File: src/include/dect_pkg.sv
// Constants, encodings and carrier types for the dual event counter and timer
package dect_pkg;
    // Widths and sizes
    localparam int CNT_W        = 32;
    localparam int NUM_CNT      = 2;
    localparam int SRC_W        = 5;
    localparam int MODE_W       = 3;
    localparam int NUM_SRC      = 19;
    localparam int ADR_W        = 8;
    localparam int IRQ_W        = 8;
    localparam int EV_PER_CNT   = 4;

    // Source codes, shared by increment, start and clear selections
    localparam logic [SRC_W-1:0] SRC_OFF      = 5'h00;
    localparam logic [SRC_W-1:0] SRC_TICK     = 5'h01;
    localparam logic [SRC_W-1:0] SRC_LINE0    = 5'h02;
    localparam logic [SRC_W-1:0] SRC_USER0    = 5'h06;
    localparam logic [SRC_W-1:0] SRC_C0_START = 5'h0A;
    localparam logic [SRC_W-1:0] SRC_C0_END   = 5'h0C;
    localparam logic [SRC_W-1:0] SRC_LOGIC0   = 5'h0E;
    localparam logic [SRC_W-1:0] SRC_EXP_ST   = 5'h10;
    localparam logic [SRC_W-1:0] SRC_EXP_END  = 5'h11;
    localparam logic [SRC_W-1:0] SRC_FT_WAIT  = 5'h12;

    // Qualify modes
    typedef enum logic [MODE_W-1:0] {
        Q_LEVEL_LOW  = 3'h0,
        Q_LEVEL_HIGH = 3'h1,
        Q_FALL       = 3'h2,
        Q_RISE       = 3'h3,
        Q_ANY        = 3'h4
    } dect_qmode_e;

    // Counter states as read back by software
    typedef enum logic [2:0] {
        ST_IDLE   = 3'h0,
        ST_WAIT   = 3'h1,
        ST_ACTIVE = 3'h2,
        ST_DONE   = 3'h3,
        ST_OVF    = 3'h4
    } dect_state_e;

    // Camera-side event sources
    typedef struct packed {
        logic [3:0] line;
        logic [3:0] user_out;
        logic [1:0] logic_blk;
        logic       exp_start;
        logic       exp_end;
        logic       frame_trig_wait;
    } dect_src_s;

    // Register byte offsets
    localparam logic [ADR_W-1:0] REG_SELECT  = 8'h00;
    localparam logic [ADR_W-1:0] REG_INC     = 8'h04;
    localparam logic [ADR_W-1:0] REG_START   = 8'h08;
    localparam logic [ADR_W-1:0] REG_CLEAR   = 8'h0C;
    localparam logic [ADR_W-1:0] REG_DELAY   = 8'h10;
    localparam logic [ADR_W-1:0] REG_DUR     = 8'h14;
    localparam logic [ADR_W-1:0] REG_LIVE    = 8'h18;
    localparam logic [ADR_W-1:0] REG_CAPT    = 8'h1C;
    localparam logic [ADR_W-1:0] REG_STATE   = 8'h20;
    localparam logic [ADR_W-1:0] REG_IRQ_ST  = 8'h24;
    localparam logic [ADR_W-1:0] REG_IRQ_CLR = 8'h28;
    localparam logic [ADR_W-1:0] REG_IRQ_EN  = 8'h2C;

    // Field positions in source/mode registers
    localparam int SRC_LSB  = 0;
    localparam int MODE_LSB = 8;

    // Interrupt bit positions within one counter's group
    localparam int EV_DELAY = 0;
    localparam int EV_DUR   = 1;
    localparam int EV_CLEAR = 2;
    localparam int EV_OVF   = 3;

    // Reset values
    localparam logic [CNT_W-1:0]  CNT_RST  = 32'h0000_0000;
    localparam logic [MODE_W-1:0] MODE_RST = 3'h3;

    // Microsecond tick timing
    localparam int CLK_PERIOD_NS  = 4;
    localparam int TICK_PERIOD_NS = 1000;
    localparam int TICK_CYCLES    = TICK_PERIOD_NS / CLK_PERIOD_NS;
endpackage : dect_pkg

File: src/hw/dect_counter_timer.sv
// Dual event counter and timer with classic Wishbone register slave
`timescale 1ns/1ns
`default_nettype none
module dect_counter_timer
    import dect_pkg::*;
#(
    parameter int CW = CNT_W
) (
    // Clock and reset
    input  wire logic                  clk,
    input  wire logic                  arst_n,
    // Wishbone slave
    input  wire logic                  wb_cyc_i,
    input  wire logic                  wb_stb_i,
    input  wire logic                  wb_we_i,
    input  wire logic [ADR_W-1:0]      wb_adr_i,
    input  wire logic [3:0]            wb_sel_i,
    input  wire logic [31:0]           wb_dat_i,
    output logic [31:0]                wb_dat_o,
    output logic                       wb_ack_o,
    // Camera event sources
    input  wire dect_pkg::dect_src_s   src_i,
    // Events and interrupt
    output logic [NUM_CNT-1:0]         delay_done_event,
    output logic [NUM_CNT-1:0]         duration_done_event,
    output logic                       microsecond_pulse,
    output logic                       irq
);
    import dect_pkg::*;

    logic                  counter_index_select;
    logic [SRC_W-1:0]      increment_source_select [NUM_CNT];
    logic [MODE_W-1:0]     increment_qualify_mode  [NUM_CNT];
    logic [SRC_W-1:0]      start_source_select     [NUM_CNT];
    logic [MODE_W-1:0]     start_qualify_mode      [NUM_CNT];
    logic [SRC_W-1:0]      clear_source_select     [NUM_CNT];
    logic [MODE_W-1:0]     clear_qualify_mode      [NUM_CNT];
    logic [CW-1:0]         start_delay_count       [NUM_CNT];
    logic [CW-1:0]         end_duration_count      [NUM_CNT];
    logic [CW-1:0]         live_count              [NUM_CNT];
    logic [CW-1:0]         count_captured_on_clear [NUM_CNT];
    dect_state_e           counter_state           [NUM_CNT];
    logic [NUM_CNT-1:0]    inc_hit;
    logic [NUM_CNT-1:0]    start_hit;
    logic [NUM_CNT-1:0]    clear_hit;
    logic [IRQ_W-1:0]      irq_status;
    logic [IRQ_W-1:0]      irq_enable;
    logic [IRQ_W-1:0]      irq_event;
    logic [$clog2(TICK_CYCLES)-1:0] tick_cnt;
    logic [NUM_SRC-1:0]    src_vec;
    logic                  wb_req;
    logic                  wb_wr;
    logic [31:0]           next_rd;

    // Byte-lane merge of a write into an old word
    function automatic logic [31:0] lane_merge(input logic [31:0] old_w,
                                               input logic [31:0] new_w,
                                               input logic [3:0]  sel);
        logic [31:0] r;
        r = old_w;
        for (int b = 0; b < 4; b++) begin
            if (sel[b]) begin
                r[b*8 +: 8] = new_w[b*8 +: 8];
            end
        end
        return r;
    endfunction : lane_merge

    // Request taken in its first cycle; ack always follows one edge later
    assign wb_req = wb_cyc_i && wb_stb_i && !wb_ack_o;
    assign wb_wr  = wb_req && wb_we_i;

    always_ff @(posedge clk or negedge arst_n) begin
        if (!arst_n) begin
            wb_ack_o <= 1'b0;
            wb_dat_o <= 32'h0000_0000;
        end else begin
            wb_ack_o <= wb_req;
            wb_dat_o <= wb_req ? next_rd : 32'h0000_0000;
        end
    end

    // Tick: one cycle high every microsecond
    always_ff @(posedge clk or negedge arst_n) begin
        if (!arst_n) begin
            tick_cnt          <= '0;
            microsecond_pulse <= 1'b0;
        end else begin
            microsecond_pulse <= tick_cnt == '0;
            tick_cnt <= (tick_cnt == $bits(tick_cnt)'(TICK_CYCLES - 1)) ? '0 : tick_cnt + 1'b1;
        end
    end

    // Source list; counter events enter registered to avoid combinational loops
    assign src_vec = {src_i.frame_trig_wait, src_i.exp_end, src_i.exp_start, src_i.logic_blk,
                      duration_done_event, delay_done_event, src_i.user_out, src_i.line,
                      microsecond_pulse, 1'b0};

    // Configuration written by software
    always_ff @(posedge clk or negedge arst_n) begin
        if (!arst_n) begin
            counter_index_select <= 1'b0;
            for (int i = 0; i < NUM_CNT; i++) begin
                increment_source_select[i] <= SRC_OFF;
                increment_qualify_mode[i]  <= MODE_RST;
                start_source_select[i]     <= SRC_OFF;
                start_qualify_mode[i]      <= MODE_RST;
                clear_source_select[i]     <= SRC_OFF;
                clear_qualify_mode[i]      <= MODE_RST;
                start_delay_count[i]       <= CNT_RST;
                end_duration_count[i]      <= CNT_RST;
            end
            irq_enable <= '0;
        end else if (wb_wr) begin
            unique case (wb_adr_i)
                REG_SELECT: if (wb_sel_i[0]) counter_index_select <= wb_dat_i[0];
                REG_INC: if (wb_sel_i[0]) begin
                    increment_source_select[counter_index_select] <= wb_dat_i[SRC_LSB +: SRC_W];
                end
                REG_START: if (wb_sel_i[0]) begin
                    start_source_select[counter_index_select] <= wb_dat_i[SRC_LSB +: SRC_W];
                    if (wb_dat_i[SRC_LSB +: SRC_W] != SRC_OFF) begin
                        clear_source_select[counter_index_select] <= SRC_OFF;
                    end
                end
                REG_CLEAR: if (wb_sel_i[0]) begin
                    clear_source_select[counter_index_select] <= wb_dat_i[SRC_LSB +: SRC_W];
                    if (wb_dat_i[SRC_LSB +: SRC_W] != SRC_OFF) begin
                        start_source_select[counter_index_select] <= SRC_OFF;
                    end
                end
                REG_DELAY: start_delay_count[counter_index_select] <=
                    CW'(lane_merge(32'(start_delay_count[counter_index_select]), wb_dat_i,
                        wb_sel_i));
                REG_DUR: end_duration_count[counter_index_select] <=
                    CW'(lane_merge(32'(end_duration_count[counter_index_select]), wb_dat_i,
                        wb_sel_i));
                REG_IRQ_EN: irq_enable <= IRQ_W'(lane_merge(32'(irq_enable), wb_dat_i, wb_sel_i));
                default: ;
            endcase
            // Mode fields live in byte 1 of their registers
            if (wb_sel_i[1]) begin
                if (wb_adr_i == REG_INC) begin
                    increment_qualify_mode[counter_index_select] <= wb_dat_i[MODE_LSB +: MODE_W];
                end
                if (wb_adr_i == REG_START) begin
                    start_qualify_mode[counter_index_select] <= wb_dat_i[MODE_LSB +: MODE_W];
                end
                if (wb_adr_i == REG_CLEAR) begin
                    clear_qualify_mode[counter_index_select] <= wb_dat_i[MODE_LSB +: MODE_W];
                end
            end
        end
    end

    // Per-counter qualifiers and state machine
    for (genvar g = 0; g < NUM_CNT; g++) begin : g_cnt
        dect_qualify u_inc (
            .clk     (clk),
            .arst_n  (arst_n),
            .src_vec (src_vec),
            .src_sel (increment_source_select[g]),
            .mode    (increment_qualify_mode[g]),
            .hit     (inc_hit[g])
        );
        dect_qualify u_start (
            .clk     (clk),
            .arst_n  (arst_n),
            .src_vec (src_vec),
            .src_sel (start_source_select[g]),
            .mode    (start_qualify_mode[g]),
            .hit     (start_hit[g])
        );
        dect_qualify u_clear (
            .clk     (clk),
            .arst_n  (arst_n),
            .src_vec (src_vec),
            .src_sel (clear_source_select[g]),
            .mode    (clear_qualify_mode[g]),
            .hit     (clear_hit[g])
        );

        // Count, state, capture and event pulses; clear outranks everything
        always_ff @(posedge clk or negedge arst_n) begin
            if (!arst_n) begin
                live_count[g]              <= '0;
                count_captured_on_clear[g] <= '0;
                counter_state[g]           <= ST_IDLE;
                delay_done_event[g]        <= 1'b0;
                duration_done_event[g]     <= 1'b0;
                irq_event[g*EV_PER_CNT +: EV_PER_CNT] <= '0;
            end else begin
                delay_done_event[g]    <= 1'b0;
                duration_done_event[g] <= 1'b0;
                irq_event[g*EV_PER_CNT +: EV_PER_CNT] <= '0;
                if (wb_wr && wb_adr_i == REG_CAPT && counter_index_select == 1'(g)) begin
                    count_captured_on_clear[g] <= CW'(wb_dat_i);
                end
                if (clear_hit[g]) begin
                    count_captured_on_clear[g] <= live_count[g];
                    live_count[g]    <= '0;
                    counter_state[g] <= ST_IDLE;
                    irq_event[g*EV_PER_CNT + EV_CLEAR] <= 1'b1;
                end else if (increment_source_select[g] == SRC_OFF) begin
                    counter_state[g] <= ST_IDLE;
                end else begin
                    unique case (counter_state[g])
                        ST_IDLE: counter_state[g] <=
                            (start_source_select[g] == SRC_OFF) ? ST_ACTIVE : ST_WAIT;
                        ST_WAIT: if (start_hit[g]) counter_state[g] <= ST_ACTIVE;
                        ST_ACTIVE: if (inc_hit[g]) begin
                            live_count[g] <= live_count[g] + 1'b1;
                            if (live_count[g] == '1) begin
                                counter_state[g] <= ST_OVF;
                                irq_event[g*EV_PER_CNT + EV_OVF] <= 1'b1;
                            end
                            if (live_count[g] + 1'b1 == start_delay_count[g]) begin
                                delay_done_event[g] <= 1'b1;
                                irq_event[g*EV_PER_CNT + EV_DELAY] <= 1'b1;
                            end
                            if (live_count[g] + 1'b1 == end_duration_count[g]) begin
                                duration_done_event[g] <= 1'b1;
                                counter_state[g] <= ST_DONE;
                                irq_event[g*EV_PER_CNT + EV_DUR] <= 1'b1;
                            end
                        end
                        ST_DONE, ST_OVF: ;
                        default: counter_state[g] <= ST_IDLE;
                    endcase
                end
            end
        end
    end

    // Sticky status; a new event beats a clear in the same cycle
    always_ff @(posedge clk or negedge arst_n) begin
        if (!arst_n) begin
            irq_status <= '0;
        end else begin
            irq_status <= (irq_status & ~((wb_wr && wb_adr_i == REG_IRQ_CLR) ?
                IRQ_W'(wb_dat_i) : IRQ_W'(0))) | irq_event;
        end
    end

    assign irq = |(irq_status & irq_enable);

    // Read mux; unmapped addresses read zero
    always_comb begin
        next_rd = 32'h0000_0000;
        unique case (wb_adr_i)
            REG_SELECT: next_rd = 32'(counter_index_select);
            REG_INC: next_rd = 32'({increment_qualify_mode[counter_index_select], 3'h0,
                increment_source_select[counter_index_select]});
            REG_START: next_rd = 32'({start_qualify_mode[counter_index_select], 3'h0,
                start_source_select[counter_index_select]});
            REG_CLEAR: next_rd = 32'({clear_qualify_mode[counter_index_select], 3'h0,
                clear_source_select[counter_index_select]});
            REG_DELAY:  next_rd = 32'(start_delay_count[counter_index_select]);
            REG_DUR:    next_rd = 32'(end_duration_count[counter_index_select]);
            REG_LIVE:   next_rd = 32'(live_count[counter_index_select]);
            REG_CAPT:   next_rd = 32'(count_captured_on_clear[counter_index_select]);
            REG_STATE:  next_rd = 32'(counter_state[counter_index_select]);
            REG_IRQ_ST: next_rd = 32'(irq_status);
            REG_IRQ_EN: next_rd = 32'(irq_enable);
            default:    next_rd = 32'h0000_0000;
        endcase
    end
endmodule : dect_counter_timer
`default_nettype wire

File: src/hw/dect_qualify.sv
// Source select and level/edge qualification for one counter input
`timescale 1ns/1ns
`default_nettype none
module dect_qualify
    import dect_pkg::*;
(
    // Clock and reset
    input  wire logic                  clk,
    input  wire logic                  arst_n,
    // Selection
    input  wire logic [NUM_SRC-1:0]    src_vec,
    input  wire logic [SRC_W-1:0]      src_sel,
    input  wire logic [MODE_W-1:0]     mode,
    // Qualified event
    output logic                       hit
);
    logic sig;
    logic prev;

    // Codes past the list and the off code select a constant low
    assign sig = (src_sel < SRC_W'(NUM_SRC)) ? src_vec[src_sel] : 1'b0;

    // Previous level; a source change may show one false edge
    always_ff @(posedge clk or negedge arst_n) begin
        if (!arst_n) begin
            prev <= 1'b0;
        end else begin
            prev <= sig;
        end
    end

    // Mode decode
    always_comb begin
        hit = 1'b0;
        if (src_sel != SRC_OFF) begin
            unique case (mode)
                Q_LEVEL_LOW:  hit = !sig;
                Q_LEVEL_HIGH: hit = sig;
                Q_FALL:       hit = prev && !sig;
                Q_RISE:       hit = !prev && sig;
                Q_ANY:        hit = prev != sig;
                default:      hit = 1'b0;
            endcase
        end
    end
endmodule : dect_qualify
`default_nettype wire

File: config.mk
export PLATFORM = sky130hd
export DESIGN_NAME = dect_counter_timer
export DESIGN_NICKNAME = d
export VERILOG_FILES = /design/src/include/dect_pkg.sv /design/src/hw/dect_counter_timer.sv /design/src/hw/dect_qualify.sv
export SDC_FILE = /design/constraint.sdc
export NUM_CORES = 1
export LEC_CHECK = 0
export ABC_AREA = 0
export BUFFER_PORTS_ARGS = -buffer_cell sky130_fd_sc_hd__buf_4
export CAP_MARGIN = 20
export CORE_ASPECT_RATIO = 0.6
export CORE_MARGIN = 2
export CORE_UTILIZATION = 40
export DETAILED_ROUTE_END_ITERATION = 16
export PLACE_DENSITY = 0.65
export REMOVE_ABC_BUFFERS = 1
export SLEW_MARGIN = 25
export SYNTH_ARGS = -nofsm -noshare
export SYNTH_HDL_FRONTEND = slang
export SYNTH_HIERARCHICAL = 1
export SYNTH_SLANG_ARGS = --single-unit
File: constraint.sdc
create_clock -name clk -period 11.9 [get_ports clk]
set_input_delay 0.595 -clock clk [delete_from_list [all_inputs] [get_ports clk]]
set_output_delay 0.595 -clock clk [all_outputs]
set_load 0.05 [all_outputs]
==> impl_results.md <==
* Outcome: finished, violations left
* Failing checks: negative hold slack
* RSZ-0062 raised after global routing: no
* Slew @ Worst Pin at 1.15 ns
* Area of the core at between 50000 and 60000 um^2
* Warnings, synthesis at 6
* Final Non-Filler Cells at 3252
* Sw Share at 0.241
* Synth Area in Adders at 0.00879
* Worst EP required at 12.38 ns
* CTS tree: built
* Total GRT Usage at 0.309
* Crit Path Category: reg2reg
* Crit path capture: irq_event[0]
* Final setup viols at 0
* Worst path bufs/invs at 1
* Die height at slightly below 200 um
* Final min period at slightly above 5 ns
* Slew margin rel. at 0.225
* Async SR Flop Fraction at 1.00
* Share of layout cells above drive strength 1 at 0.200
* Maximum vdd drop at 0.0000943 V
* Worst Setup SP: clear_source_select[6]
* Worst path cell trace: mux2i_1 -> a22oi_1 -> a31oi_2 -> and2_2 -> ha_1 -> nor3b_1 -> a31oi_1 -> o21ai_0 -> a31o_1 -> o2bb2ai_4 -> buf_4 -> o21ba_2 -> nand2_1 -> nor4_1 -> nand4_1 -> nor4_1 -> nand3_1 -> nor4_1
* Synth Area in Simple Gates at 0.172
* DR vias/cell at 6.40
* DRT Pass-1 Iters at 6
* Worst R2R End: irq_event[0]
* Routed Wire Length at 97.8 mm
* Cts hold-fix bufs at 0
* Register-to-Register Setup Slack at 6.87 ns
* CTS Root Buffer Type: clkbuf_16
* Worst EP arrival at between 5 and 6 ns
* Critical path depth in cells at 18
* Sw Pwr at 0.685 mW
* TNS Setup at 0 ns
* Nets@finish at 2518
* DR vias at just over 20000
* Yosys reg bits at 383
* Post-synth EDFFs at 0
* Starting Density at 0.407
* Utilization after layout at 0.454
* Max-slew violation count at 0
* H-Tree Level Count at 2
* PwrDens at 106 nW/um^2
* Post-route DRC at 0
* Final worst-path cycle share at 0.423
* Num CTS Buffers at about 40
* Primary FF master, synth: dfrtp_1
* Area growth, synth to finish at 11.5%
* Hold slack final at -0.00575 ns
* Per-cell routed wire length at between 30 and 40 um
* Post-synthesis mux area share at 0.188
* Max-cap violations at 0
* Clk_skew at around 0.028 ns
* Largest family of logic cells by synthesized area: multiplexers
* Most used cell, CP: nor4_1
* CTS Sinks at between 300 and 400
* Worst Reg-to-Reg Cells at 18
* I/O pins at 101
* Crit-path max FO at 31
* Most frequent cells in the layout: dfrtp_1, nand2_1, mux2_2, nor2_1, mux2i_1
* Gr ovfl total at 0
* Final HPWL DP at between 70 and 80 mm
* Post-CTS Setup Bufs at 0
* Setup WS pre-CTS at around 7 ns
* Synth Area in Compound Gates at 0.111
* Initial antenna violation count at 7
* CTS resizes at 0
* Row count at 69
* Synth unique cells at 93
* Comb power frac at 0.044
* Sequential Power Share at 0.461
* Die width at 322 um
* PortBufs at 100
* Worst path top cell family by delay: simple AND/OR/NAND/NOR gates
* Post-Syn Instances at 2430
* Slowest stage cell on the critical path: dfrtp_1
* CP peak stage delay at 0.79 ns
* Die ar. at 62600 um^2
* Crit end category: flop
* Clock network power share at 0.495
* Reg2reg start: clear_source_select[6]
* Placer Congestion at 1.05
* Clock transition at path regs at approximately 0.080 ns
* ANT nets after route at 0
* Worst-Skew Late Latency at 0.60 ns
* Cell Int Power at between 2 and 2.5 mW
* First-pass GRT wire length at 142 mm
* Hold Vio Cnt, Final at 1
* Vias in the first global route at ~20000
* Placed Cells at 3176
* Synth Area in XOR/XNOR at 0.0831
* CTS Buffer Depth at 3
* Leakage at 11.1 nW
* Fmax at about 200 MHz
* Hold crit path type: in2async
* Mean Syn Cell Area at 9.96 um^2
* Iteration-0 DRC Markers at 3126
* Commonest non-fill, non-tap cell in the layout: dfrtp_1
* CP startpoint kind: flop
* Synth Cell Area at 24200 um^2
* Final worst setup slack at 6.87 ns
* Largest net degree at the start of global routing at 149
* Seq/Total Area, Yosys at 0.397
-- power groups by stage --
stage	Sequential, mW	Combinational (mW)	Clock, mW
after global placement	1.34	0.120	0
after floorplan	1.34	0.0377	0
after detailed placement	1.34	0.122	0
final	1.31	0.125	1.41
after global routing	1.31	0.136	1.48
after CTS	1.31	0.123	1.42
-- cells by family (layout without fill, tap and decap cells) --
family	after synthesis	count (layout)
buf+inv	218	253
flops	383	383
xor+xnor	209	209
other cells	1	7
fa+ha+maj	17	17
mux	391	391
compound gates	408	408
simple gates	803	803
-- worst reg2reg max path, delay by kind of cell, from the launching register on --
kind | cells | cell delay [ns]
buffers and inverters | 1 | 0.29
flip-flops | 1 | 0.79
AND/OR/NAND/NOR | 8 | 1.73
adder cells (fa/ha/maj) | 1 | 0.28
AO/OA/AOI/OAI | 7 | 1.65
multiplexers | 1 | 0.18
-- cells in the mapped netlist (9+ instances only) --
| master | n | area, um^2 |
|---|---|---|
| nand2_1 | 203 | 762 |
| nor2_1 | 176 | 661 |
| a31oi_1 | 15 | 93.8 |
| dfstp_2 | 12 | 315 |
| ha_1 | 17 | 213 |
| o22ai_1 | 28 | 175 |
| buf_4 | 10 | 75.1 |
| nor4_1 | 39 | 244 |
| a222oi_1 | 17 | 170 |
| mux2_2 | 188 | 2120 |
| mux4_2 | 31 | 698 |
| a22oi_1 | 20 | 150 |
| inv_1 | 43 | 161 |
| o211ai_1 | 15 | 113 |
| xnor3_1 | 12 | 270 |
| nor3b_1 | 10 | 75.1 |
| nand3b_1 | 18 | 135 |
| nor3_1 | 47 | 235 |
| nand4_1 | 43 | 269 |
| xnor2_1 | 119 | 1040 |
| and4_1 | 13 | 114 |
| and3_1 | 31 | 194 |
| clkbuf_1 | 96 | 360 |
| dfrtp_1 | 371 | 9280 |
| o21ai_0 | 121 | 606 |
| buf_2 | 45 | 225 |
| nand3_1 | 77 | 385 |
| nor2b_1 | 27 | 169 |
| mux2i_1 | 169 | 1690 |
| or3_1 | 29 | 181 |
| and2_1 | 15 | 93.8 |
| xor2_1 | 77 | 674 |
| nand2b_1 | 19 | 119 |
| a21o_1 | 9 | 67.6 |
| buf_1 | 14 | 52.6 |
| a21oi_1 | 88 | 440 |
-- state kept, by name (all words and copies together), names as in the netlist, 2 cells and up --
name and cells:
clear_qualify_mode 6, irq_event 8, increment_source_select 10, irq_status 8, irq_enable 8, start_qualify_mode 6
count_captured_on_clear 64, start_delay_count 64, tick_cnt 8, counter_state 6, g_cnt.u_start/prev 2, end_duration_count 64
live_count 64, wb_dat_o 32, clear_source_select 10, start_source_select 10, g_cnt.u_inc/prev 2, g_cnt.u_clear/prev 2
increment_qualify_mode 6
-- per-layer routing --
metal | GRT usage | routed length [um]
met5 | 0.00613 | 193
met3 | 0.0988 | 13000
met1 | 0.506 | 46500
met2 | 0.386 | 36500
met4 | 0.0488 | 1570
-- cell type report --
| cell class | count | area (um^2) |
|---|---|---|
| Fill cell | 5541 | 32500 |
| Clock inverter | 16 | 256 |
| Inverter | 44 | 165 |
| Tap cell | 781 | 977 |
| Antenna cell | 1 | 2.50 |
| Sequential cell | 383 | 9600 |
| Timing Repair Buffer | 135 | 1060 |
| Clock buffer | 58 | 1190 |
| Multi-Input combinational cell | 1834 | 13700 |
-- per-stage QoR --
| stage | power [mW] | cell area (um^2) |
|---|---|---|
| final | 2.85 | 27000 |
| after global routing | 2.93 | 27000 |
| after CTS | 2.86 | 26900 |
| after detailed placement | 1.46 | 25500 |
| after global placement | 1.46 | 25500 |
| after floorplan | 1.37 | 23400 |
-- how the worst min path moves through the flow --
stage / from / endpoint / slack (ns) / cells after the start
floorplan: arst_n / clear_qualify_mode[2] / 0.30 / 0
global placement: irq_event[2] / irq_status[2] / 0.42 / 1
detailed placement: irq_event[2] / irq_status[2] / 0.42 / 1
CTS: arst_n / g_cnt[1].u_start/prev / 0.04 / 1
global route: arst_n / g_cnt[1].u_start/prev / 0.07 / 1
finish: arst_n / g_cnt[1].u_start/prev / -0.006 / 1
Power figures use the tool's default switching activity.
